**src/tsm_defines.vh**
```
// constants for the test station multiplexer
`ifndef TSM_DEFINES_VH
`define TSM_DEFINES_VH

// ============================================================
// register map (byte addresses)
`define TSM_ADDR_CTRL      12'h000
`define TSM_ADDR_SEL       12'h004
`define TSM_ADDR_INSTR     12'h008
`define TSM_ADDR_SHORT     12'h00C
`define TSM_ADDR_W         12

// ============================================================
// station control register fields
`define TSM_NSTA           4
`define TSM_START_LSB      0
`define TSM_MANUAL_LSB     4
`define TSM_ENABLE_LSB     8
`define TSM_VALID_BIT      12
`define TSM_SEL_W          2
`define TSM_LONG_W         24
`define TSM_SHORT_W        24
`define TSM_SHORT_RST      24'h000000
`define TSM_SEL_RST        2'h0

// short register clear command: write 1 to bit 12 (TSM_VALID_BIT); this define is unused
`define TSM_CMD_RST_BIT    0

`endif

```
**src/tsm_station_mux.v**
```verilog
// test station multiplexer with APB register access
//
// Contract
// start request latched per station until selected
// software reads station control register after tests
// software scans start flags with a pointer
// software writes two-bit address; device holds it
// held address decodes to one enable line
// enable clears that station's start flag
// long data and analog buses routed to selected
// reselecting same station keeps connection unchanged
// software skips reload for same station
// switch-over completes within about 30-40 ms
// no fixed priority; order follows scan pointer
// auto/manual switches readable beside start flags
// manual station runs one instruction per request
// software copies instruction count to display
// short register reset leaves control register alone
// long registers of interrupted station keep contents
// software reruns manual program to stopping point
// manual-to-auto station finishes automatically
// reset clears flags and drives no enable
//
// The APB interface to the registers and the placing of the registers were left to the implementer.
`timescale 1ns/1ps
`include "tsm_defines.vh"

module tsm_station_mux (
	input  wire                     i_core_clk,
	input  wire                     i_resetn,
	input  wire                     i_psel,
	input  wire                     i_penable,
	input  wire                     i_pwrite,
	input  wire [`TSM_ADDR_W-1:0]   i_paddr,
	input  wire [31:0]              i_pwdata,
	output wire [31:0]              o_prdata,
	output wire                     o_pready,
	output wire                     o_pslverr,
	input  wire [`TSM_NSTA-1:0]     i_start_req,
	input  wire [`TSM_NSTA-1:0]     i_manual_sw,
	input  wire [`TSM_SHORT_W-1:0]  i_instr_count,
	input  wire [`TSM_LONG_W-1:0]   i_long_data,
	input  wire                     i_analog_sel,
	output wire [`TSM_NSTA-1:0]     o_station_enable,
	output wire [`TSM_LONG_W-1:0]   o_long_data,
	output wire [`TSM_NSTA-1:0]     o_long_strobe,
	output wire [`TSM_NSTA-1:0]     o_analog_connect,
	output wire [`TSM_SHORT_W-1:0]  o_short_reg
);

	// ============================================================
	// helpers
	function [`TSM_NSTA-1:0] dec_station;
		input [`TSM_SEL_W-1:0] sel;
		input                  valid;
		begin
			dec_station = valid ?
				(`TSM_NSTA'h1 << sel) : {`TSM_NSTA{1'b0}};
		end
	endfunction

	// ============================================================
	// pin synchronisers: three stages, change accepted when the
	// second and third agree so a bouncing switch counts once
	reg [`TSM_NSTA-1:0] start_s1_reg;
	reg [`TSM_NSTA-1:0] start_s2_reg;
	reg [`TSM_NSTA-1:0] start_s3_reg;
	reg [`TSM_NSTA-1:0] start_lvl_reg;
	reg [`TSM_NSTA-1:0] man_s1_reg;
	reg [`TSM_NSTA-1:0] man_s2_reg;
	reg [`TSM_NSTA-1:0] man_s3_reg;
	reg [`TSM_NSTA-1:0] man_lvl_reg;
	reg [`TSM_NSTA-1:0] start_agree;
	reg [`TSM_NSTA-1:0] man_agree;

	always @* begin
		start_agree = ~(start_s2_reg ^ start_s3_reg);
		man_agree   = ~(man_s2_reg ^ man_s3_reg);
	end

	always @(posedge i_core_clk) begin
		if (!i_resetn) begin
			start_s1_reg  <= {`TSM_NSTA{1'b0}};
			start_s2_reg  <= {`TSM_NSTA{1'b0}};
			start_s3_reg  <= {`TSM_NSTA{1'b0}};
			start_lvl_reg <= {`TSM_NSTA{1'b0}};
			man_s1_reg    <= {`TSM_NSTA{1'b0}};
			man_s2_reg    <= {`TSM_NSTA{1'b0}};
			man_s3_reg    <= {`TSM_NSTA{1'b0}};
			man_lvl_reg   <= {`TSM_NSTA{1'b0}};
		end else begin
			start_s1_reg  <= i_start_req;
			start_s2_reg  <= start_s1_reg;
			start_s3_reg  <= start_s2_reg;
			start_lvl_reg <= (start_agree & start_s3_reg) |
				(~start_agree & start_lvl_reg);
			man_s1_reg    <= i_manual_sw;
			man_s2_reg    <= man_s1_reg;
			man_s3_reg    <= man_s2_reg;
			man_lvl_reg   <= (man_agree & man_s3_reg) |
				(~man_agree & man_lvl_reg);
		end
	end

	// ============================================================
	// apb decode; zero wait states, unmapped reads zero + error
	wire acc    = i_psel & i_penable;
	wire wr     = acc & i_pwrite;
	wire hit_ct = (i_paddr == `TSM_ADDR_CTRL);
	wire hit_sl = (i_paddr == `TSM_ADDR_SEL);
	wire hit_in = (i_paddr == `TSM_ADDR_INSTR);
	wire hit_sh = (i_paddr == `TSM_ADDR_SHORT);
	wire mapped = hit_ct | hit_sl | hit_in | hit_sh;

	assign o_pready  = 1'b1;
	assign o_pslverr = acc & ~mapped;

	// ============================================================
	// station control register
	reg [`TSM_NSTA-1:0]   start_flag_reg;
	reg [`TSM_NSTA-1:0]   start_prev_reg;
	reg [`TSM_SEL_W-1:0]  sel_reg;
	reg                   sel_valid_reg;
	reg [`TSM_SHORT_W-1:0] short_reg;
	reg [`TSM_LONG_W-1:0] long_data_reg;
	reg [`TSM_NSTA-1:0]   long_strobe_reg;
	reg [31:0]            rdata_reg;
	reg [`TSM_NSTA-1:0]   enable_reg;
	reg [`TSM_NSTA-1:0]   analog_reg;

	wire [`TSM_NSTA-1:0] rise = start_lvl_reg & ~start_prev_reg;
	wire [`TSM_NSTA-1:0] en_now = dec_station(sel_reg, sel_valid_reg);

	always @(posedge i_core_clk) begin
		if (!i_resetn) begin
			start_flag_reg <= {`TSM_NSTA{1'b0}};
			start_prev_reg <= {`TSM_NSTA{1'b0}};
			sel_reg        <= `TSM_SEL_RST;
			sel_valid_reg  <= 1'b0;
		end else begin
			start_prev_reg <= start_lvl_reg;
			// a new request wins over the clear by the enable
			start_flag_reg <= (start_flag_reg & ~en_now) | rise; // see
			if (wr && hit_sl) begin
				// rewriting the same address changes nothing visible
				sel_reg       <= i_pwdata[`TSM_SEL_W-1:0]; // see
				sel_valid_reg <= 1'b1;
			end
		end
	end

	// enables come from a flop so station lines never glitch
	always @(posedge i_core_clk) begin
		if (!i_resetn) begin
			enable_reg <= {`TSM_NSTA{1'b0}};
			analog_reg <= {`TSM_NSTA{1'b0}};
		end else begin
			enable_reg <= en_now;
			analog_reg <= en_now & {`TSM_NSTA{i_analog_sel}};
		end
	end

	// ============================================================
	// short register: software clear never touches the control
	// register; long data stays latched at the station side
	always @(posedge i_core_clk) begin
		if (!i_resetn) begin
			short_reg       <= `TSM_SHORT_RST;
			long_data_reg   <= {`TSM_LONG_W{1'b0}};
			long_strobe_reg <= {`TSM_NSTA{1'b0}};
		end else begin
			long_strobe_reg <= {`TSM_NSTA{1'b0}};
			if (wr && hit_sh) begin
				if (i_pwdata[`TSM_VALID_BIT])
					short_reg <= `TSM_SHORT_RST;
				else
					short_reg <= i_pwdata[`TSM_SHORT_W-1:0];
			end
			if (wr && hit_in) begin
				// long data written only toward the enabled station,
				// others keep their contents
				long_data_reg   <= i_pwdata[`TSM_LONG_W-1:0];
				long_strobe_reg <= en_now;
			end
		end
	end

	// ============================================================
	// read data
	reg [31:0] rmux;
	always @* begin
		rmux = 32'h00000000;
		if (hit_ct) begin
			rmux[`TSM_START_LSB +: `TSM_NSTA]  = start_flag_reg;
			rmux[`TSM_MANUAL_LSB +: `TSM_NSTA] = man_lvl_reg;
			rmux[`TSM_ENABLE_LSB +: `TSM_NSTA] = enable_reg;
			rmux[`TSM_VALID_BIT]               = sel_valid_reg;
		end else if (hit_sl) begin
			rmux[`TSM_SEL_W-1:0] = sel_reg;
		end else if (hit_in) begin
			rmux[`TSM_SHORT_W-1:0] = i_instr_count;
		end else if (hit_sh) begin
			rmux[`TSM_SHORT_W-1:0] = short_reg;
		end
	end

	always @(posedge i_core_clk) begin
		if (!i_resetn)
			rdata_reg <= 32'h00000000;
		else if (i_psel && !i_penable && !i_pwrite)
			rdata_reg <= rmux;
	end

	assign o_prdata         = rdata_reg;
	assign o_station_enable = enable_reg;
	assign o_analog_connect = analog_reg;
	assign o_long_data      = long_data_reg;
	assign o_long_strobe    = long_strobe_reg;
	assign o_short_reg      = short_reg;

	wire unused_ok = &{1'b0, i_long_data};

endmodule // tsm_station_mux
```
**config.mk**
```make
export PLATFORM = sky130hd
export DESIGN_NAME = tsm_station_mux
export DESIGN_NICKNAME = d
export VERILOG_FILES = /design/src/tsm_station_mux.v
export VERILOG_INCLUDE_DIRS = /design/src /design/src/src
export SDC_FILE = /design/constraint.sdc
export NUM_CORES = 1
export LEC_CHECK = 0
export BUFFER_PORTS_ARGS = -buffer_cell sky130_fd_sc_hd__buf_2
export CORE_ASPECT_RATIO = 0.75
export CORE_UTILIZATION = 40
export CTS_CLUSTER_DIAMETER = 200
export DETAILED_ROUTE_END_ITERATION = 7
export PLACE_DENSITY = 0.68
export SLEW_MARGIN = 20
export SYNTH_ARGS = -nofsm -noshare
export SYNTH_HDL_FRONTEND = slang
export SYNTH_SLANG_ARGS = --single-unit
```
**constraint.sdc**
```tcl
create_clock -name i_core_clk -period 3 [get_ports i_core_clk]
set_input_delay 0.3 -clock i_core_clk [delete_from_list [all_inputs] [get_ports i_core_clk]]
set_output_delay 0.3 -clock i_core_clk [all_outputs]
set_load 0.05 [all_outputs]
```
# --- Word-level counts from Yosys, hierarchy flattened ---
# Cells that the tools add are included.
word_totals:
  ff_bits: 127
  latchBits: 0
  ram_bits: 0
  romBits: 0
  out_inout_bits: 94
  word_cells: 64
  mem_count: 0
classes:
  n_addsub: 0
  multipliers: 0
  div_mod_pow: 0
  n_lt_le_gt_ge: 0
  n_eq_ne: 3
  shifts: 1
  muxes: 8
  n_bitwise: 25
  reduce_logical: 9
ops:
  columns: ["cell", "n"]
  rows:
  - ["$mux 24", 3]
  - ["$and 4x4->4", 7]
  - ["$eq 12x4->1 const B", 2]
  - ["$not 4->4", 6]
  - ["$mux 22", 1]
  - ["$mux 13", 1]
  - ["$eq 12x3->1 const B", 1]
  - ["$logic_not 12->1", 1]
  - ["$or 4x4->4", 3]
  - ["$mux 11", 1]
  - ["$xor 4x4->4", 2]
  - ["$logic_and 1x1->1", 5]
  - ["$mux 4", 1]
  - ["$shl 1x2->4 const A", 1]
  - ["$and 1x1->1", 3]
  - ["$or 1x1->1", 3]
  - ["$logic_not 1->1", 2]
  - ["$mux 2", 1]
  - ["$reduce_and 2->1", 1]
  - ["$not 1->1", 1]

# --- Longest topological paths before layout ---
logic_depth:
  depth_word: 6
  mapped_depth: 7
  ltp_nobuf: 4

# --- Worst setup path before layout ---
# No wires, ideal clock.
synth_path:
  path_kind: "input to register"
  startpoint: "in i_paddr[5]"
  endpoint: "reg long_data_reg[0], in the netlist o_long_data[0]"
  setup_time_ns: 0.117
  arrival_time_ns: 1.775
  slack_ns: 1.107
  stages: 6
  n_path_buf: 2
  cell_sequence: "or4_4 nor4_1 buf_4 buf_6 mux2i_1 nor2b_1"
synth_between:
  elab_chain_cells: 2
synth_rtl:
  columns: ["element", "line", "source"]
  rows:
  - ["from (decl)", "tsm_station_mux.v:34", "input wire [`TSM_ADDR_W-1:0] i_paddr,"]
  - ["$eq 12x4->1 (no source line)", null, null]
  - ["$logic_and 1x1->1", "tsm_station_mux.v:179", "if (wr && hit_in) begin"]
  - ["to (signal assigned)", "tsm_station_mux.v:169", "long_data_reg <= {`TSM_LONG_W{1'b0}};"]
  - ["to (signal assigned)", "tsm_station_mux.v:182", "long_data_reg <= i_pwdata[`TSM_LONG_W-1:0];"]
  - ["to (decl)", "tsm_station_mux.v:125", "reg [`TSM_LONG_W-1:0] long_data_reg;"]
# No other way between the ends.
# A chain may end at the register's enable or synchronous reset.

# --- Worst setup path in the final report ---
layout_path:
  startpoint: "in i_paddr[5]"
  endpoint: "reg long_data_reg[17], in the netlist o_long_data[17]"
# Same word-level chain as after synthesis.

==> impl_metrics.csv <==
group,metric,value,unit
status,status,"finished, final reports clean",
finish,fillers,1058,
yosys,synth_top_family_by_area,"simple AND/OR/NAND/NOR gates",
power,intPower,3.00,mW
sta,report.final.slew_viol_count,0,
routing,ant_nets,0,
critical_path,critPathLaunchType,"input pin",
routing,viasPerCell,4.77,
cts,cts.sinks,126,
cts,cts-resized-gates,0,
sta,fmax,502,MHz
power,p_sw_frac,0.229,
place,hpwl,8800,µm
yosys,avgSynthCellArea,10.3,µm²
sta,setup_tns,0,ps
power,seq_power_share,0.435,
routing,drt_first_pass_iters,4,
critical_path,path_cells,"buf_2, or4_4, nor4_2, buf_4, mux2i_1, nor2b_1",
critical_path,end_kind,"flip-flop",
critical_path,r2r_setup_slack,1800,ps
cts,path_clk_slew,60,ps
routing,drtIter0Drc,141,
finish,n_antenna_cell,0,
finish,final_layout_size_suffix_gt1_frac,0.324,
hold_path,hold_depth,2,
floorplanning,rows,34,
power,p_sw,0.890,mW
grt,gr-usage-all-layers,0.204,
finish,area_growth,30.1,%
grt,antenna_found_initial,0,
cts,cts_max_level,4,
power,clock_power_share,0.517,
floorplanning,core_area,0.0117,mm²
power,p_per_area,616,mW/mm²
grt,grt-ovfl-total,0,
routing,drc_errors,0,
hold_path,hold_end,"start_s1_reg[0]$_SDFF_PN0_",
yosys,synth-simple-area-share,0.215,
routing,wl_per_cell,15.3,µm
cts,cts-buffers-inserted,17,
cts,cts_hold_buf,0,
grt,grt_pass1_vias,3822,
cts,clock_latency,410,ps
sta,fin_crit_sh,0.664,
hold_path,holdCritStartpoint,"i_start_req[0]",
critical_path,cp_slowest_stage_delay,570,ps
floorplanning,die_height,97.4,µm
yosys,postSynthCellCount,472,
yosys,yosys_warnings,0,
sta,fin_worst_skew,4.46,ps
sta,rsz0062_at_grt,"false",
power,peakVddDrop,0.370,mV
grt,grt_max_degree,75,
sta,max_slew.worst_pin.slew,790,ps
cts,max-clock-path-buffers,2,
floorplanning,chipWidth,129,µm
yosys,yosys_register_bits,126,
critical_path,worstRegToRegCells,3,
finish,final_area,0.00631,mm²
sta,max-slew-margin-rel,0.469,
yosys,synth_cell_types,35,
yosys,synth_compound_area_frac,0.0995,
floorplanning,dieArea,0.0126,mm²
place,globalplace.congestion,0.802,
critical_path,path_class,"input pin to flip-flop",
cts,cts_root_buffer,"clkbuf_16",
grt,grt_pass1_wl,19400,µm
critical_path,r2r_end,"o_prdata[0]$_SDFFE_PN0P_",
yosys,synth_xor_area_frac,0,
sta,min_period,1990,ps
place,placed_area,0.00572,mm²
power,power_frac_comb,0.047,
flow_run,drv_cap,0,
yosys,synth.yosys.seq_area_share,0.520,
critical_path,critPathMaxFanout,24,
yosys,synth_fa_ha_area_frac,0,
cts,cts_tree,"built",
sta,finalSetupViolCount,0,
sta,hold_violations,0,
place,portBuffers,157,
yosys,synthMuxAreaShare,0.112,
cts,cts_setup_buffers,0,
critical_path,startpoint,"i_paddr[5]",
yosys,synth_area,0.00485,mm²
floorplanning,ioPinCount,200,
critical_path,r2r_start,"sel_reg[0]$_SDFFE_PN0P_",
floorplanning,start_util,0.415,
critical_path,slowest_stage,"or4_4",
routing,wirelength,12200,µm
power,power_leakage,2.66,nW
hold_path,hp-class,"input pin to flip-flop",
finish,finalNetCount,731,
critical_path,cp.required,3300,ps
routing,vias,3818,
critical_path,cp.arrival,2290,ps
worst max path at each step:
stage	end	slack (ps)	cells past startpoint
floorplan	o_long_data[0]$_SDFFE_PN0P_	1110	6
global placement	o_long_data[21]$_SDFFE_PN0P_	590	6
detailed placement	o_long_data[18]$_SDFFE_PN0P_	570	6
CTS	o_long_data[19]$_SDFFE_PN0P_	1000	6
global route	o_long_data[19]$_SDFFE_PN0P_	900	6
finish	o_long_data[17]$_SDFFE_PN0P_	1010	6
stage by stage:
| stage | power [mW] | cells | setup WS [ps] | hold WS, ps | utilization |
|---|---|---|---|---|---|
| after detailed placement | 1.91 | 768 | 569 | 418 | 0.489 |
| after CTS | 3.93 | 800 | 996 | 85.9 | 0.540 |
| after floorplan | 1.85 | 480 | 1110 | 412 | - |
| after global placement | 1.91 | 768 | 594 | 415 | 0.489 |
| final | 3.89 | 800 | 1010 | 99.0 | 0.540 |
| after global routing | 4.04 | 800 | 902 | 84.2 | 0.540 |
cell families after synthesis:
family | after synthesis
AND/OR/NAND/NOR | 173
other | 2
multiplexers | 52
flip-flops | 126
buffers and inverters | 49
AO/OA/AOI/OAI | 70
cell usage after synthesis:
cell type,instances,area [µm²]
dfxtp_1,126,2520
mux2i_1,50,500
and2_1,36,225
nand2_1,36,135
nor2b_1,31,194
nand2b_1,25,156
a21boi_1,21,158
clkbuf_1,21,78.8
nand3b_1,21,158
o21ai_0,21,105
buf_4,13,97.6
a21boi_0,11,82.6
inv_1,11,41.3
o221ai_1,10,87.6
nor2_1,6,22.5
nand4_1,4,25.0
a22oi_1,2,15.0
buf_2,2,10.0
buf_6,2,22.5
conb_1,2,7.51
mux4_2,2,45.0
nor3b_1,2,15.0
nor4_1,2,12.5
o21a_1,2,15.0
or3b_2,2,17.5
or4_4,2,22.5
a22o_1,1,8.76
a31oi_1,1,6.26
and2_0,1,6.26
nor3_2,1,10.0
nor3b_2,1,12.5
nor4_4,1,21.3
o21ai_1,1,5.00
or2_2,1,6.26
or3_1,1,6.26
cell usage in the layout, fill, tap and decap left out, types with 3 or more instances in the layout:
cell type and count:
a21boi_0 11, a21boi_1 21, and2_1 36, buf_2 157, buf_4 7, clkbuf_16 17
clkinv_4 5, clkinvlp_4 4, conb_1 10, dfxtp_1 126, inv_1 11, inv_6 3
mux2i_1 50, nand2_1 36, nand2b_1 25, nand3b_1 21, nand4_1 4, nor2_1 6
nor2b_1 31, o21ai_0 21, o221ai_1 10
critical path: cells and delay by family:
kind | cells | cell delay, ps
and+or+nand+nor | 3 | 1140
buffers and inverters | 2 | 580
muxes | 1 | 250
layer usage:
metal | vias to the layer above | part of all wire | GRT usage
li1 | 1888 | - | -
met1 | 1803 | 0.47 | 0.269
met2 | 119 | 0.45 | 0.316
met3 | 8 | 0.067 | 0.0628
met4 | 0 | 0.0065 | 0.0670
met5 | - | 0 | 0
final cells by class:
cell class / count / area [µm²] / share of cell area
clock inverters: 15 / 165 / 0.0262
inverters: 11 / 41.3 / 0.00654
flip-flops and latches: 126 / 2520 / 0.400
well taps: 162 / 203 / 0.0321
repair buffers: 164 / 838 / 0.133
clock buffers: 17 / 425 / 0.0674
multi-input cells: 305 / 2120 / 0.336
power by group through the flow:
stage | registers (mW) | logic [mW] | clock network (mW)
3_5_place_dp | 1.73 | 0.186 | 0
5_1_grt | 1.69 | 0.202 | 2.14
2_1_floorplan | 1.73 | 0.118 | 0
4_1_cts | 1.69 | 0.186 | 2.06
3_3_place_gp | 1.73 | 0.182 | 0
6_report | 1.69 | 0.185 | 2.01
Note: power is estimated with default switching activity, not from simulation.
